### config.mk
export PLATFORM = sky130hd
export DESIGN_NAME = lofs_supervisor
export DESIGN_NICKNAME = d
export VERILOG_FILES = /design/src/rtl/lofs_pkg.sv /design/src/rtl/lofs_supervisor.sv
export SDC_FILE = /design/constraint.sdc
export NUM_CORES = 1
export LEC_CHECK = 0
export BUFFER_PORTS_ARGS = -buffer_cell sky130_fd_sc_hd__buf_2
export CAP_MARGIN = 20
export CORE_ASPECT_RATIO = 1.25
export CORE_MARGIN = 2
export CORE_UTILIZATION = 35
export CTS_BUF_LIST = sky130_fd_sc_hd__clkbuf_16
export CTS_CLUSTER_DIAMETER = 40
export CTS_CLUSTER_SIZE = 16
export DETAILED_ROUTE_END_ITERATION = 8
export SYNTH_ARGS = -nofsm -noshare
export SYNTH_HDL_FRONTEND = slang
export SYNTH_SLANG_ARGS = --single-unit
### constraint.sdc
create_clock -name clk_in -period 3.65 [get_ports clk_in]
set_input_delay 0.1825 -clock clk_in [delete_from_list [all_inputs] [get_ports clk_in]]
set_output_delay 0.1825 -clock clk_in [all_outputs]
set_load 0.02 [all_outputs]
### src/rtl/lofs_pkg.sv
// Constants and types of the line and over-voltage fault supervisor
// Function
// - Four test pulses per lockout cycle, first ignored
// - Three low line pulses stop and drop bias
// - Line above brown-in starts soft start
// - Brown-out needs more than 60 ms low plus 3 pulses
// - Halted switching keeps brown-out pending, no shutdown
// - Supply off level clears brown-out fault
// - Low sample starts timer, high sample clears it
// - Verify pulses confirm or cancel pending brown-out
// - Three over-voltage pulses stop, start 1.5 s delay
// - Recovery delay: lockout cycling only, no test pulses
// - Restart after delay and next supply off
// - Fault-sense above 4.5 V for 750 us faults
// - Input over-voltage ends switching, restarts lockout
// - Check fault-sense at supply on before switching
// - Input over-voltage clears below 4.43 V
// - Bias source off above 2.5 V
package lofs_pkg;

  // Clock and time base
  localparam int unsigned CLK_HZ     = 40_000_000;
  localparam int unsigned US_PER_S   = 1_000_000;
  localparam logic [5:0]  US_CYCLES  = 6'(CLK_HZ / US_PER_S);
  localparam logic [9:0]  MS_US      = 10'h3e8;

  // Timer figures in their own units and derived tick counts
  localparam int unsigned BO_TIME_MS   = 60;
  localparam logic [5:0]  BO_TICKS     = 6'(BO_TIME_MS);
  localparam real         FDR_TIME_S   = 1.5;
  localparam logic [10:0] FDR_TICKS    = 11'($rtoi(FDR_TIME_S * 1000.0));
  localparam int unsigned INPUT_OVERVOLTAGE_FAULT_TIME_US = 750;
  localparam logic [9:0]  INPUT_OVERVOLTAGE_FAULT_TICKS   = 10'(INPUT_OVERVOLTAGE_FAULT_TIME_US);

  // Pulse qualifier counts
  localparam logic [2:0] BI_TEST_PULSES = 3'h4;
  localparam logic [1:0] BI_LOW_PULSES  = 2'h3;
  localparam logic [1:0] BO_VERIFY      = 2'h3;
  localparam logic [1:0] OVP_PULSES     = 2'h3;

  // Comparator results from the analog front end
  typedef struct packed {
    logic line_run_ok;   // Line current above brown-in level
    logic line_stop_ok;  // Line current above brown-out level
    logic aux_ovp;       // Aux sense at or above output OV level
    logic flt_input_overvoltage_fault;      // Fault sense above 4.5 V
    logic flt_input_overvoltage_fault_rel;  // Fault sense below 4.43 V
    logic flt_bias_hi;   // Fault sense above 2.5 V
  } lofs_sense_t;

  typedef enum logic [2:0] {
    ST_LOCKOUT,
    ST_CHECK,
    ST_TEST,
    ST_RUN,
    ST_HALT,
    ST_FDR
  } lofs_state_t;

endpackage

### src/rtl/lofs_supervisor.sv
// Line brown-in/out and over-voltage fault supervisor
module lofs_supervisor (
  input  wire logic                   clk_in,
  input  wire logic                   rst_n_in,
  input  wire logic                   supply_on_in,
  input  wire logic                   supply_off_in,
  input  wire logic                   low_side_gate_pulse_in,
  input  wire lofs_pkg::lofs_sense_t  sense_in,
  output logic                        gate_enable_out,
  output logic                        test_pulse_out,
  output logic                        soft_start_out,
  output logic                        bias_active_out,
  output logic                        brown_out_fault_out,
  output logic                        output_overvoltage_fault_out,
  output logic                        input_overvoltage_fault_out,
  output logic                        fault_bias_en_out,
  output lofs_pkg::lofs_state_t       state_out
);

  localparam int SYNC_W = $bits(lofs_pkg::lofs_sense_t) + 3;

  logic [SYNC_W-1:0]     sync1_q;
  logic [SYNC_W-1:0]     sync2_q;
  logic                  gate_prev_q;
  logic                  off_prev_q;
  lofs_pkg::lofs_sense_t sense_s;
  logic                  on_s;
  logic                  off_s;
  logic                  gate_s;
  logic                  sample_ev;
  logic                  off_rise;
  logic [5:0]            us_cnt_q;
  logic [9:0]            ms_cnt_q;
  logic                  us_tick_q;
  logic                  ms_tick_q;
  lofs_pkg::lofs_state_t state_q;
  lofs_pkg::lofs_state_t state_d;
  logic [2:0]            bi_cnt_q;
  logic [1:0]            bi_low_q;
  logic [1:0]            ovp_cnt_q;
  logic                  bo_run_q;
  logic [5:0]            bo_cnt_q;
  logic [1:0]            bo_ver_q;
  logic                  bo_pend;
  logic [10:0]           fdr_cnt_q;
  logic                  fdr_done;
  logic [9:0]            input_overvoltage_fault_cnt_q;
  logic                  input_overvoltage_fault_set;
  logic                  bi_pass;
  logic                  bi_fail;
  logic                  ovp_trip;
  logic                  bo_trip;
  logic                  gate_en_q;
  logic                  test_q;
  logic                  ss_q;
  logic                  bias_q;
  logic                  bo_fault_q;
  logic                  ovp_fault_q;
  logic                  input_overvoltage_fault_fault_q;
  logic                  fbias_q;

  // Two-flop synchronisers for all analog and pin levels
  always_ff @(posedge clk_in or negedge rst_n_in)
  begin
    if (!rst_n_in)
    begin
      sync1_q     <= '0;
      sync2_q     <= '0;
      gate_prev_q <= 1'b0;
      off_prev_q  <= 1'b0;
    end
    else
    begin
      sync1_q     <= {sense_in, supply_on_in, supply_off_in, low_side_gate_pulse_in};
      sync2_q     <= sync1_q;
      gate_prev_q <= gate_s;
      off_prev_q  <= off_s;
    end
  end

  // Synchronised fields and edge events
  assign sense_s   = lofs_pkg::lofs_sense_t'(sync2_q[SYNC_W-1:3]);
  assign on_s      = sync2_q[2];
  assign off_s     = sync2_q[1];
  assign gate_s    = sync2_q[0];
  assign sample_ev = gate_prev_q & ~gate_s;
  assign off_rise  = off_s & ~off_prev_q;

  // Microsecond and millisecond reference ticks
  always_ff @(posedge clk_in or negedge rst_n_in)
  begin
    if (!rst_n_in)
    begin
      us_cnt_q  <= 6'h00;
      ms_cnt_q  <= 10'h000;
      us_tick_q <= 1'b0;
      ms_tick_q <= 1'b0;
    end
    else
    begin
      us_tick_q <= (us_cnt_q == lofs_pkg::US_CYCLES - 6'h01);
      us_cnt_q  <= (us_cnt_q == lofs_pkg::US_CYCLES - 6'h01) ? 6'h00 : us_cnt_q + 6'h01;
      ms_tick_q <= us_tick_q && (ms_cnt_q == lofs_pkg::MS_US - 10'h001);
      if (us_tick_q)
      begin
        ms_cnt_q <= (ms_cnt_q == lofs_pkg::MS_US - 10'h001) ? 10'h000 : ms_cnt_q + 10'h001;
      end
    end
  end

  // Qualifier decisions
  assign bo_pend  = bo_cnt_q > lofs_pkg::BO_TICKS;
  assign fdr_done = fdr_cnt_q >= lofs_pkg::FDR_TICKS;
  assign input_overvoltage_fault_set = us_tick_q && sense_s.flt_input_overvoltage_fault && (input_overvoltage_fault_cnt_q == lofs_pkg::INPUT_OVERVOLTAGE_FAULT_TICKS);
  assign ovp_trip = sample_ev && sense_s.aux_ovp && (ovp_cnt_q == lofs_pkg::OVP_PULSES - 2'h1)
                    && (state_q == lofs_pkg::ST_TEST || state_q == lofs_pkg::ST_RUN);
  assign bi_pass  = (state_q == lofs_pkg::ST_TEST) && sample_ev && (bi_cnt_q != 3'h0)
                    && sense_s.line_run_ok;
  assign bi_fail  = (state_q == lofs_pkg::ST_TEST) && sample_ev && (bi_cnt_q != 3'h0)
                    && !sense_s.line_run_ok && (bi_low_q == lofs_pkg::BI_LOW_PULSES - 2'h1);
  assign bo_trip  = (state_q == lofs_pkg::ST_RUN) && sample_ev && !sense_s.line_stop_ok
                    && bo_pend && (bo_ver_q == lofs_pkg::BO_VERIFY - 2'h1);

  // Next sequencer state
  always_comb
  begin
    state_d = state_q;
    case (state_q)
      lofs_pkg::ST_LOCKOUT:
        if (on_s) state_d = lofs_pkg::ST_CHECK;
      lofs_pkg::ST_CHECK:
        if (off_s) state_d = lofs_pkg::ST_LOCKOUT;
        else if (input_overvoltage_fault_fault_q) state_d = lofs_pkg::ST_HALT;
        else if (!sense_s.flt_input_overvoltage_fault) state_d = lofs_pkg::ST_TEST;
      lofs_pkg::ST_TEST:
        if (off_s) state_d = lofs_pkg::ST_LOCKOUT;
        else if (input_overvoltage_fault_set) state_d = lofs_pkg::ST_HALT;
        else if (ovp_trip) state_d = lofs_pkg::ST_FDR;
        else if (bi_fail) state_d = lofs_pkg::ST_HALT;
        else if (bi_pass) state_d = lofs_pkg::ST_RUN;
      lofs_pkg::ST_RUN:
        if (off_s) state_d = lofs_pkg::ST_LOCKOUT;
        else if (input_overvoltage_fault_set) state_d = lofs_pkg::ST_HALT;
        else if (ovp_trip) state_d = lofs_pkg::ST_FDR;
        else if (bo_trip) state_d = lofs_pkg::ST_HALT;
      lofs_pkg::ST_HALT:
        if (off_s) state_d = lofs_pkg::ST_LOCKOUT;
      lofs_pkg::ST_FDR:
        if (fdr_done && off_rise) state_d = lofs_pkg::ST_LOCKOUT;
      default:
        state_d = lofs_pkg::ST_LOCKOUT;
    endcase
  end

  // Sequencer state and registered outputs
  always_ff @(posedge clk_in or negedge rst_n_in)
  begin
    if (!rst_n_in)
    begin
      state_q   <= lofs_pkg::ST_LOCKOUT;
      gate_en_q <= 1'b0;
      test_q    <= 1'b0;
      ss_q      <= 1'b0;
      bias_q    <= 1'b0;
    end
    else
    begin
      state_q   <= state_d;
      gate_en_q <= (state_d == lofs_pkg::ST_TEST) || (state_d == lofs_pkg::ST_RUN);
      test_q    <= (state_d == lofs_pkg::ST_TEST);
      ss_q      <= (state_q == lofs_pkg::ST_TEST) && (state_d == lofs_pkg::ST_RUN);
      bias_q    <= (state_d == lofs_pkg::ST_RUN);
    end
  end

  // Brown-in test pulse counting, first result discarded
  always_ff @(posedge clk_in or negedge rst_n_in)
  begin
    if (!rst_n_in)
    begin
      bi_cnt_q <= 3'h0;
      bi_low_q <= 2'h0;
    end
    else if (state_q != lofs_pkg::ST_TEST)
    begin
      bi_cnt_q <= 3'h0;
      bi_low_q <= 2'h0;
    end
    else if (sample_ev)
    begin
      if (bi_cnt_q != lofs_pkg::BI_TEST_PULSES)
        bi_cnt_q <= bi_cnt_q + 3'h1;
      if (bi_cnt_q != 3'h0)
        bi_low_q <= sense_s.line_run_ok ? 2'h0 : bi_low_q + 2'h1;
    end
  end

  // Output over-voltage consecutive pulse qualifier
  always_ff @(posedge clk_in or negedge rst_n_in)
  begin
    if (!rst_n_in)
      ovp_cnt_q <= 2'h0;
    else if (state_q != lofs_pkg::ST_TEST && state_q != lofs_pkg::ST_RUN)
      ovp_cnt_q <= 2'h0;
    else if (sample_ev)
      ovp_cnt_q <= sense_s.aux_ovp ? ovp_cnt_q + 2'h1 : 2'h0;
  end

  // Brown-out timer and verification counter
  always_ff @(posedge clk_in or negedge rst_n_in)
  begin
    if (!rst_n_in)
    begin
      bo_run_q <= 1'b0;
      bo_cnt_q <= 6'h00;
      bo_ver_q <= 2'h0;
    end
    else if (state_q == lofs_pkg::ST_LOCKOUT)
    begin
      bo_run_q <= 1'b0;
      bo_cnt_q <= 6'h00;
      bo_ver_q <= 2'h0;
    end
    else if (state_q == lofs_pkg::ST_RUN && sample_ev && sense_s.line_stop_ok)
    begin
      bo_run_q <= 1'b0;
      bo_cnt_q <= 6'h00;
      bo_ver_q <= 2'h0;
    end
    else
    begin
      if (state_q == lofs_pkg::ST_RUN && sample_ev)
        bo_run_q <= 1'b1;
      if (bo_run_q && ms_tick_q && !bo_pend)
        bo_cnt_q <= bo_cnt_q + 6'h01;
      if (state_q == lofs_pkg::ST_RUN && sample_ev && bo_pend)
        bo_ver_q <= bo_ver_q + 2'h1;
    end
  end

  // Fault recovery delay, counted only in its own state
  always_ff @(posedge clk_in or negedge rst_n_in)
  begin
    if (!rst_n_in)
      fdr_cnt_q <= 11'h000;
    else if (state_q != lofs_pkg::ST_FDR)
      fdr_cnt_q <= 11'h000;
    else if (ms_tick_q && !fdr_done)
      fdr_cnt_q <= fdr_cnt_q + 11'h001;
  end

  // Input over-voltage continuous filter
  always_ff @(posedge clk_in or negedge rst_n_in)
  begin
    if (!rst_n_in)
      input_overvoltage_fault_cnt_q <= 10'h000;
    else if (!sense_s.flt_input_overvoltage_fault || state_q == lofs_pkg::ST_LOCKOUT)
      input_overvoltage_fault_cnt_q <= 10'h000;
    else if (us_tick_q && input_overvoltage_fault_cnt_q != lofs_pkg::INPUT_OVERVOLTAGE_FAULT_TICKS)
      input_overvoltage_fault_cnt_q <= input_overvoltage_fault_cnt_q + 10'h001;
  end

  // Fault flags; a set wins over a clear in the same cycle
  always_ff @(posedge clk_in or negedge rst_n_in)
  begin
    if (!rst_n_in)
    begin
      bo_fault_q   <= 1'b0;
      ovp_fault_q  <= 1'b0;
      input_overvoltage_fault_fault_q <= 1'b0;
      fbias_q      <= 1'b1;
    end
    else
    begin
      if (bo_trip)
        bo_fault_q <= 1'b1;
      else if (off_s)
        bo_fault_q <= 1'b0;
      if (ovp_trip)
        ovp_fault_q <= 1'b1;
      else if (state_q != lofs_pkg::ST_FDR)
        ovp_fault_q <= 1'b0;
      if (input_overvoltage_fault_set)
        input_overvoltage_fault_fault_q <= 1'b1;
      else if (sense_s.flt_input_overvoltage_fault_rel)
        input_overvoltage_fault_fault_q <= 1'b0;
      fbias_q <= !sense_s.flt_bias_hi;
    end
  end

  assign gate_enable_out              = gate_en_q;
  assign test_pulse_out               = test_q;
  assign soft_start_out               = ss_q;
  assign bias_active_out              = bias_q;
  assign brown_out_fault_out          = bo_fault_q;
  assign output_overvoltage_fault_out = ovp_fault_q;
  assign input_overvoltage_fault_out  = input_overvoltage_fault_fault_q;
  assign fault_bias_en_out            = fbias_q;
  assign state_out                    = state_q;
endmodule

# ---- Word level (Yosys, flattened, before mapping)
# Cells that the tools add are included.
# W data, S select, Z words.
dict set report classes {
  n_lt_le_gt_ge 2
  n_eq_ne 18
  bitwise 4
  reduce_logical 49
  muxes 47
  n_addsub 9
}
# cell n
set ops {}
lappend ops {{$mux W3} 18}
lappend ops {{$mux W10} 3}
lappend ops {{$logic_and A1 B1 Y1} 24}
lappend ops {{$mux W6} 4}
lappend ops {{$mux W11} 2}
lappend ops {{$add A10 B1 Y10 const B} 2}
lappend ops {{$eq A10 B10 Y1 const B} 2}
lappend ops {{$mux W2} 10}
lappend ops {{$pmux W3 S6} 1}
lappend ops {{$reduce_bool A2 Y1} 9}
lappend ops {{$add A6 B1 Y6 const B} 2}
lappend ops {{$eq A3 B2 Y1 const B} 4}
lappend ops {{$reduce_bool A3 Y1} 4}
lappend ops {{$add A11 B1 Y11 const B} 1}
lappend ops {{$ge A11 B11 Y1 const B} 1}
lappend ops {{$ne A10 B10 Y1 const B} 1}
lappend ops {{$mux W1} 9}
lappend ops {{$add A2 B1 Y2 const B} 3}
lappend ops {{$eq A2 B2 Y1 const B} 3}
lappend ops {{$eq A3 B3 Y1 const B} 2}
lappend ops {{$eq A6 B6 Y1 const B} 1}
lappend ops {{$gt A6 B6 Y1 const B} 1}
lappend ops {{$logic_not A1 Y1} 6}
lappend ops {{$ne A3 B2 Y1 const B} 2}
lappend ops {{8 further kinds} 14}
dict set report totals {
  in_bits 11
  output_inout_bits 11
  ff_bits 86
}

# ---- Depth between registers and ports, before layout
# Gate-level depths: netlist (run 1).
dict set report depth {
  word_depth 13
  ltp_mapped 7
  mapped_depth_nobuf 7
}

# ---- Worst setup path after synthesis (run 1)
# Ideal clock, no wire load.
dict set report synth_path {
  path_type {register to register}
  startpoint {reg state_q[0] (netlist: state_out[0])}
  endpoint {reg ss_q (netlist: soft_start_out)}
  synth_period_minus_slack_ns 1.645
  path_buffers 0
  setup_slack_ns 2.005
  t_arrival_ns 1.565
  required_time_ns 3.570
  path_stages_with_launch 6
  setup_ns 0.080
  cell_sequence {dfrtp_1 -> and3b_4 -> and4_4 -> or3b_4 -> o22ai_4 -> nor3b_2}
}
dict set report synth_between {
  elab_chain_len 12
  word_cells_on_any_way 35
  cone_classes {eq/ne (6); mux (16); reduce/logical (13)}
}
# item line
set synth_rtl {}
lappend synth_rtl {{from (decl)} lofs_supervisor.sv:36} ;# lofs_pkg::lofs_state_t state_q;
lappend synth_rtl {{from (signal assigned)} lofs_supervisor.sv:160} ;# state_q <= lofs_pkg::ST_LOCKOUT;
lappend synth_rtl {{from (signal assigned)} lofs_supervisor.sv:168} ;# state_q <= state_d;
lappend synth_rtl {{$eq A3 B2 Y1, on equally long branches} -}
lappend synth_rtl {{$logic_and A1 B1 Y1, on equally long branches (2 in a row)} {lofs_supervisor.sv:117, lofs_supervisor.sv:119, lofs_supervisor.sv:121}}
lappend synth_rtl {{$logic_and A1 B1 Y1, on equally long branches} {lofs_supervisor.sv:118, lofs_supervisor.sv:120, lofs_supervisor.sv:122}}
lappend synth_rtl {{$mux W3 (tied with other cells)} lofs_supervisor.sv:140} ;# else if (bi_pass) state_d = lofs_pkg::ST_RUN;
lappend synth_rtl {{$mux W3, on equally long branches} {lofs_supervisor.sv:139, lofs_supervisor.sv:145}}
lappend synth_rtl {{$mux W3, on equally long branches} {lofs_supervisor.sv:138, lofs_supervisor.sv:144}}
lappend synth_rtl {{$mux W3, on equally long branches} {lofs_supervisor.sv:137, lofs_supervisor.sv:143}}
lappend synth_rtl {{$mux W3, on equally long branches} {lofs_supervisor.sv:136, lofs_supervisor.sv:142}}
lappend synth_rtl {{$pmux W3 S6 (*)} lofs_supervisor.sv:128} ;# case (state_q)
lappend synth_rtl {{net state_d[1]} lofs_supervisor.sv:37} ;# lofs_pkg::lofs_state_t state_d;
lappend synth_rtl {{$eq A3 B2 Y1 (*)} lofs_supervisor.sv:171} ;# ss_q <= (state_q == lofs_pkg::ST_TEST) && (state_d == lofs_pkg::ST_RUN);
lappend synth_rtl {{$logic_and A1 B1 Y1 (*)} lofs_supervisor.sv:171}
lappend synth_rtl {{to (signal assigned)} lofs_supervisor.sv:171}
lappend synth_rtl {{to (decl)} lofs_supervisor.sv:55} ;# logic ss_q;
# The timed path passes the listed nets; every way through them passes the cells marked *.
# A chain may end at the register's enable or synchronous reset.

# ---- Final worst setup path (run 1)
dict set report layout_path {
  startpoint {reg state_q[0] (netlist: state_out[0])}
  endpoint {reg test_q (netlist: test_pulse_out)}
}
dict set report layout_between {
  elab_chain_len 11
  word_cells_on_any_way 34
  cone_classes {eq/ne (6); mux (16); reduce/logical (12)}
}
# item line
set layout_rtl {}
lappend layout_rtl {{$eq A3 B2 Y1, on equally long branches} -}
lappend layout_rtl {{$logic_and A1 B1 Y1, on equally long branches (2 in a row)} {lofs_supervisor.sv:117, lofs_supervisor.sv:119, lofs_supervisor.sv:121}}
lappend layout_rtl {{$logic_and A1 B1 Y1, on equally long branches} {lofs_supervisor.sv:118, lofs_supervisor.sv:120, lofs_supervisor.sv:122}}
lappend layout_rtl {{$mux W3 (tied with other cells)} lofs_supervisor.sv:140}
lappend layout_rtl {{$mux W3, on equally long branches} {lofs_supervisor.sv:139, lofs_supervisor.sv:145}}
lappend layout_rtl {{$mux W3, on equally long branches} {lofs_supervisor.sv:138, lofs_supervisor.sv:144}}
lappend layout_rtl {{$mux W3, on equally long branches} {lofs_supervisor.sv:137, lofs_supervisor.sv:143}}
lappend layout_rtl {{$mux W3, on equally long branches} {lofs_supervisor.sv:136, lofs_supervisor.sv:142}}
lappend layout_rtl {{$pmux W3 S6 (*)} lofs_supervisor.sv:128}
lappend layout_rtl {{$eq A3 B2 Y1 (*)} lofs_supervisor.sv:170} ;# test_q <= (state_d == lofs_pkg::ST_TEST);
lappend layout_rtl {{to (signal assigned)} lofs_supervisor.sv:170}
lappend layout_rtl {{to (decl)} lofs_supervisor.sv:54} ;# logic test_q;
# Every way passes the cells marked *; elsewhere a longest branch is shown, timed or not.

==> flow_metrics.py, run 1 <==
metrics = {
    "drt": {
        "wirelength_mm": 6.76,
        "avgViaCountPerCell": 4.85,
        "wl_per_cell_um": 12.9,
        "drt_iter0_drc": 80,
        "detailroute.via_count": 2539,
        "remaining_drc_errors": 0,
        "drt.antenna.violating_nets": 0,
        "dr.pass1.iters": 4,
    },
    "synthesis": {
        "post-synth-top-count-cell": "dfrtp_1",
        "ys_seq_area_frac": 0.569,
        "synth_seq_cells": 86,
        "synth_largest_type_area_fraction": 0.562,
        "synth_largest_area_cell": "dfrtp_1",
        "synth_enable_flop_cells": 0,
        "ys_dominant_reg_cell": "dfrtp_1",
        "mappedNetlistNets": 374,
        "post_synth_most_frequent_cells": "85 x dfrtp_1, 52 x nor2_1, 25 x inv_1",
        "yosys.cell_types.count": 50,
        "yosys_warnings": 0,
        "synthCells": 350,
        "syn_area_per_cell_um2": 10.8,
        "synth_area_leaders": "dfrtp_1 56%, nor2_1 5.2%, xnor2_1 4.9%, ha_1 4.3%, xor2_1 3.2%",
        "async_flop_share": 1.00,
        "synth_area_mm2": 0.00378,
    },
    "critical_path": {
        "worstPathCellList": "nand3b_1 > a41oi_1 > a211oi_2 > and2_1",
        "r2r_cells": 4,
        "r2r-end": "test_pulse_out",
        "cp.buffers_inverters": 0,
        "timing.critical_path.fanout_max": 14,
        "flop_to_flop_setup_slack_ns": 1.76,
        "cp-end-kind": "register",
        "worst-endpoint-arrival_ns": 2.13,
        "critical-path-top-delay-family": "simple AND/OR/NAND/NOR gates",
        "crit_type": "register to register",
        "cp_slowest_cell": "dfrtp_1",
        "cp.required_ns": 3.89,
        "cpPeakStageDelay_ns": 0.58,
        "worstSetupStartpointType": "register",
        "r2r_start": "state_out[0]",
    },
    "sta": {
        "finalSetupTns_ns": 0,
        "final-hold-violation-count": 0,
        "unrepaired_setup_endpoints_after_global_routing": "false",
        "fmaxAchievable_mhz": 529,
        "clock_skew_ns": 0.00684,
        "final_critical_path_setup_slack_ns": 1.76,
        "max-slew-margin-rel": 0.475,
        "finalWorstPathRequiredPeriod_ns": 1.89,
        "tightestPinTransition_ns": 0.783,
        "setup_viol_count_final": 0,
        "final-max-slew-violation-count": 0,
        "min_period_over_period": 0.518,
    },
    "clock_tree": {
        "path_clk_slew_ns": 0.06,
        "cts_sinks": 86,
        "cts_h_tree_depth": 3,
        "clk_path_buf_depth": 2,
        "clock_latency_ns": 0.34,
        "cts_inserted_buffers": 9,
        "tritoncts_clock_tree": "yes",
        "post_cts_resize_count": 0,
        "post_cts_setup_buffer_count": 0,
        "clock_tree.root_cell": "clkbuf_16",
        "cts-hold-fix-buffers": 9,
    },
    "floorplan": {
        "width_of_the_chip_um": 97.0,
        "ioPinCount": 22,
        "design.die.area_mm2": 0.0117,
        "initial_util": 0.358,
        "std_cell_rows": 42,
        "core_mm2": 0.0106,
        "die_height_um": 120,
    },
    "min_path": {
        "hp-class": "input port to async pin",
    },
    "placement": {
        "dp_hpwl_mm": 4.53,
        "place_worst_setup_slack_ns": 1.77,
        "portBuffers": 21,
        "postPlaceCellArea_mm2": 0.00404,
        "gp_congestion": 0.788,
    },
    "power": {
        "worst_ir_drop_vdd_mv": 0.245,
        "p_total_uw": 1940,
        "pwr_density_cell_mw_per_mm2": 439,
        "p_leak_uw": 0.00190,
    },
    "finish": {
        "finish.utilization": 0.418,
        "post_route_cells_drive_above_1_share": 0.120,
        "diodes": 0,
        "final_net_count": 412,
        "layout-area-overhead-vs-synth_pct": 16.8,
        "fin_area_mm2": 0.00442,
        "filler_cell_count": 1005,
    },
    "global_routing": {
        "antenna_found_initial": 0,
        "largest_net_degree_at_the_start_of_global_routing": 87,
        "global_route.overflow_total": 0,
        "first_global_vias": 2558,
        "grt_first_pass_wirelength_mm": 11.9,
        "all_layer_global_routing_usage": 0.127,
    },
    "outcome": {
        "status": "finished clean",
    },
    "job": {
        "max-cap-violations": 0,
    },
}
## worst max-delay path by stage
stage                     slack (ns)  depth (start not counted)              to    startpoint
after global routing            1.54                          4  test_pulse_out  state_out[0]
after floorplan                 2.00                          5  soft_start_out  state_out[0]
after global placement          1.84                          4  test_pulse_out  state_out[0]
final                           1.76                          4  test_pulse_out  state_out[0]
after detailed placement        1.77                          4  test_pulse_out  state_out[0]
after CTS                       1.75                          4  test_pulse_out  state_out[0]
## power by group
part	internal, µW	switching (µW)	leakage (µW)
registers	976	25.4	0.00113
logic	47.6	84.6	0.000638
clock network	449	358	0.000132
total	1470	468	0.00190
## state kept, by name, indices dropped and copies added (netlist names), 2 cells and up
signal / count
bi_cnt_q: 3
bo_ver_q: 2
ovp_cnt_q: 2
sync1_q: 9
sync2_q: 9
bi_low_q: 2
us_cnt_q: 6
ms_cnt_q: 10
input_overvoltage_fault_cnt_q: 10
state_out: 3
bo_cnt_q: 6
fdr_cnt_q: 11
## kinds of logic after synthesis
family                   share of synthesized area
XOR/XNOR                                    0.0810
adder cells (fa/ha/maj)                     0.0430
multiplexers                               0.00265
AND/OR/NAND/NOR                              0.199
buffers and inverters                       0.0301
flip-flops                                   0.569
AO/OA/AOI/OAI                               0.0751
## layout make-up
class	count	area [µm²]	share of cell area
multi-input combinational	234	1520	0.343
timing repair buffer	32	235	0.0532
inverter	25	93.8	0.0212
sequential	86	2150	0.487
clock buffer	9	225	0.0510
tap	132	165	0.0374
clock inverter	6	31.3	0.00708
## placed cells by master (no fill, tap or decap), types with 2 or more instances in the layout
cell type / instances
dfrtp_1: 85
a31oi_1: 3
dlygate4sd3_1: 10
nor4_1: 2
a41oi_1: 3
o21ai_1: 3
clkinv_2: 4
nand2_1: 19
or3_1: 2
o21ai_0: 4
nand2b_1: 5
a21oi_1: 13
inv_1: 26
nor2b_1: 5
nand3b_1: 4
and3_1: 6
buf_2: 20
o22ai_1: 3
ha_1: 13
and2_1: 4
xor2_1: 14
nand3_1: 8
nand4_1: 16
nor2_1: 52
xnor2_1: 21
nor3_1: 10
clkbuf_16: 9
## layer usage
layer  routed length [µm]  global-route usage  up-vias
met4                  136              0.0651        0
li1                     -                   -     1269
met2                 3290               0.205       33
met1                 3120               0.158     1226
met3                  215              0.0329       11
met5                    0                   0        -
## stage by stage
stage	hold WS (ns)	std cells
global route	0.295	524
CTS	0.0838	522
detailed placement	0.292	498
finish	0.265	524
global placement	0.290	498
floorplan	-0.113	350
Power figures use the tool's default switching activity.
==> run 2: changes to the inputs <==
--- a/config.mk
+++ b/config.mk
@@ -5,6 +5,7 @@
 export SDC_FILE = /design/constraint.sdc
 export NUM_CORES = 1
 export LEC_CHECK = 0
+export ABC_AREA = 1
 export BUFFER_PORTS_ARGS = -buffer_cell sky130_fd_sc_hd__buf_2
 export CAP_MARGIN = 20
 export CORE_ASPECT_RATIO = 1.25
==> constraint.sdc (replaced) <==
create_clock -name clk_in -period 1.8 [get_ports clk_in]
set_input_delay 0.09 -clock clk_in [delete_from_list [all_inputs] [get_ports clk_in]]
set_output_delay 0.09 -clock clk_in [all_outputs]
set_load 0.02 [all_outputs]
==> run 2 against run 1 <==
  * Largest cell class unchanged
  * Sequential cell count unchanged
  * Synthesized cell count rose by 34%
  * Maximum frequency grew 17%
  * Non-clock buffer count rose by 4
  * Via count increased by 25%
  * Critical path type unchanged
  * Total power is 110% higher
  * Die area rose by 7.0%
  * Register-to-register slack got worse by 1.6 ns
  * Largest power group unchanged
  * First-iteration DRC count rose by 110%
  * Utilization decreased by 0.16 points
  * Global-route usage increased by 0.63 points
==> flow_metrics.py, run 2 <==
metrics = {
    "sta": {
        "tightestPinTransition_ns": 0.455,
        "finalWorstPathRequiredPeriod_ns": 1.62,
        "finalHoldWorstSlack_ns": 0.328,
        "final-max-slew-violation-count": 0,
        "min_period_over_period": 0.900,
        "final-hold-violation-count": 0,
        "unrepaired_setup_endpoints_after_global_routing": "false",
        "clock_skew_ns": 0.00530,
        "setup_viol_count_final": 0,
        "fmaxAchievable_mhz": 617,
        "finalSetupTns_ns": 0,
        "max-slew-margin-rel": 0.697,
    },
    "clock_tree": {
        "cts_inserted_buffers": 9,
        "path_clk_slew_ns": 0.06,
        "cts_h_tree_depth": 3,
        "clock_tree.root_cell": "clkbuf_16",
        "clock_latency_ns": 0.33,
        "tritoncts_clock_tree": "yes",
        "clk_path_buf_depth": 2,
        "cts_sinks": 86,
    },
    "critical_path": {
        "flop_to_flop_setup_slack_ns": 0.18,
        "cp_slowest_cell": "dfrtp_1",
        "cp.required_ns": 2.02,
        "critical-path-top-delay-family": "simple AND/OR/NAND/NOR gates",
        "r2r-end": "bias_active_out",
        "cp.buffers_inverters": 3,
        "worst-endpoint-arrival_ns": 1.84,
        "r2r_cells": 12,
        "worstSetupStartpointType": "register",
        "r2r_start": "bi_cnt_q[0]",
        "worstPathCellList": "inv_1 > ha_1 > inv_1 > nor2_1 > nor2_1 > nand4_1 > nand2_1 > nand2_1 > nand2_1 > nand2_2 > nand3_2 > inv_1",
        "timing.critical_path.fanout_max": 4,
        "cpPeakStageDelay_ns": 0.35,
        "cp-end-kind": "register",
        "crit_type": "register to register",
    },
    "drt": {
        "remaining_drc_errors": 0,
        "dr.pass1.iters": 4,
        "detailroute.via_count": 3168,
        "drt_iter0_drc": 169,
        "avgViaCountPerCell": 4.84,
        "wirelength_mm": 7.50,
        "wl_per_cell_um": 11.5,
        "drt.antenna.violating_nets": 0,
    },
    "global_routing": {
        "first_global_vias": 3103,
        "grt_first_pass_wirelength_mm": 13.5,
        "all_layer_global_routing_usage": 0.134,
        "largest_net_degree_at_the_start_of_global_routing": 87,
        "global_route.overflow_total": 0,
        "antenna_found_initial": 0,
    },
    "finish": {
        "final_cell_mix": "85 x dfrtp_1, 81 x nand2_1, 67 x inv_1, 47 x nor2_1, 37 x nand3_1",
        "fin_area_mm2": 0.00477,
        "post_route_cells_drive_above_1_share": 0.136,
        "register_area_mm2": 0.00215,
        "diodes": 0,
        "filler_cell_count": 1137,
        "largest_register_ffs": 11,
        "layout-area-overhead-vs-synth_pct": 17.6,
        "top_regs": "fdr_cnt_q (11), input_overvoltage_fault_cnt_q (10), ms_cnt_q (10)",
        "mostFrequentLayoutCell": "dfrtp_1",
        "final_net_count": 535,
        "regMostFlops": "fdr_cnt_q",
        "fin_cells": 654,
        "multi_input_comb_area_mm2": 0.00161,
    },
    "synthesis": {
        "synthCells": 469,
        "async_flop_share": 1.00,
        "synth_largest_area_cell": "dfrtp_1",
        "post_synth_most_frequent_cells": "85 x dfrtp_1, 81 x nand2_1, 66 x inv_1",
        "synth_enable_flop_cells": 0,
        "post-synth-top-count-cell": "dfrtp_1",
        "mappedNetlistNets": 493,
        "synth_area_leaders": "dfrtp_1 52%, nand2_1 7.5%, inv_1 6.1%, nand3_1 4.6%, nor2_1 4.5%",
        "synth_area_mm2": 0.00406,
        "synth_seq_cells": 86,
        "yosys.cell_types.count": 36,
        "syn_area_per_cell_um2": 8.65,
        "yosys_warnings": 0,
        "ys_seq_area_frac": 0.531,
        "ys_dominant_reg_cell": "dfrtp_1",
        "synth_largest_type_area_fraction": 0.524,
    },
    "power": {
        "p_leak_uw": 0.00222,
        "pwr_density_cell_mw_per_mm2": 853,
        "worst_ir_drop_vdd_mv": 0.424,
    },
    "placement": {
        "portBuffers": 21,
        "postPlaceCellArea_mm2": 0.00436,
        "dp.cells": 628,
        "dp_hpwl_mm": 5.40,
        "gp_congestion": 0.897,
    },
    "floorplan": {
        "die_height_um": 124,
        "core_mm2": 0.0115,
        "std_cell_rows": 44,
        "ioPinCount": 22,
        "design.die.area_mm2": 0.0125,
        "initial_util": 0.354,
        "width_of_the_chip_um": 100,
    },
    "outcome": {
        "status": "finished clean",
    },
    "job": {
        "max-cap-violations": 0,
    },
    "min_path": {
        "hp-class": "input port to async pin",
    },
}
==> run 2: final cells by class <==
| type | count | area share |
|---|---|---|
| timing repair buffer | 36 | 0.0540 |
| multi-input combinational | 303 | 0.337 |
| inverter | 75 | 0.0590 |
| tap | 138 | 0.0362 |
| sequential | 86 | 0.451 |
| clock inverter | 7 | 0.0157 |
| clock buffer | 9 | 0.0472 |
==> run 2: power by group <==
part / switching, µW / internal (µW)
clock: 758 / 1080
combinational: 157 / 78.3
sequential: 27.6 / 1970
==> run 2: worst max path at each step <==
stage	cells after the start	slack [ns]	endpoint	start
floorplan	12	0.31	bias_active_out	bo_cnt_q[0]
global placement	12	0.16	bias_active_out	bo_cnt_q[0]
CTS	12	0.12	bias_active_out	bo_cnt_q[0]
detailed placement	12	0.12	bias_active_out	bo_cnt_q[0]
finish	12	0.18	bias_active_out	bi_cnt_q[0]
global route	12	0.02	bias_active_out	bi_cnt_q[0]
==> run 2: kinds of logic (layout without fill, tap and decap cells) <==
family                     after synthesis  after routing  synth area share
adders and majority gates               13             13            0.0401
buffers and inverters                   80            127            0.0761
and+or+nand+nor                        232            232             0.269
xor gates and xnor gates                 6              6            0.0129
DFF                                     86             86             0.531
AOI/OAI and AO/OA                       52             52            0.0712
==> run 2: metrics by stage <==
step | power [µW] | setup WS [ns] | util
floorplan | 2150 | 0.307 | -
global placement | 2250 | 0.160 | 0.381
detailed placement | 2260 | 0.123 | 0.381
CTS | 4150 | 0.120 | 0.416
global route | 4260 | 0.0153 | 0.417
finish | 4070 | 0.180 | 0.417
==> run 2: worst min-delay path, stage by stage <==
cell	delay (ns)
dlygate4sd3_1	0.53
buf_4	0.11
buf_12	0.35
==> run 2: timing repair <==
action | 4_1_cts | 5_1_grt
hold buffers | 10 | 0
endpoints found under the hold margin | 94 | 0
setup endpoints to repair | 0 | 6
resized for setup | 0 | 3
buffers inserted | 0 | 0
==> run 2: metal layers <==
| metal | routed length (µm) | share of wire | track usage |
|---|---|---|---|
| met5 | 0 | 0 | 0 |
| met4 | 95 | 0.013 | 0.0524 |
| met3 | 185 | 0.025 | 0.0359 |
| met2 | 3680 | 0.49 | 0.212 |
| met1 | 3540 | 0.47 | 0.172 |
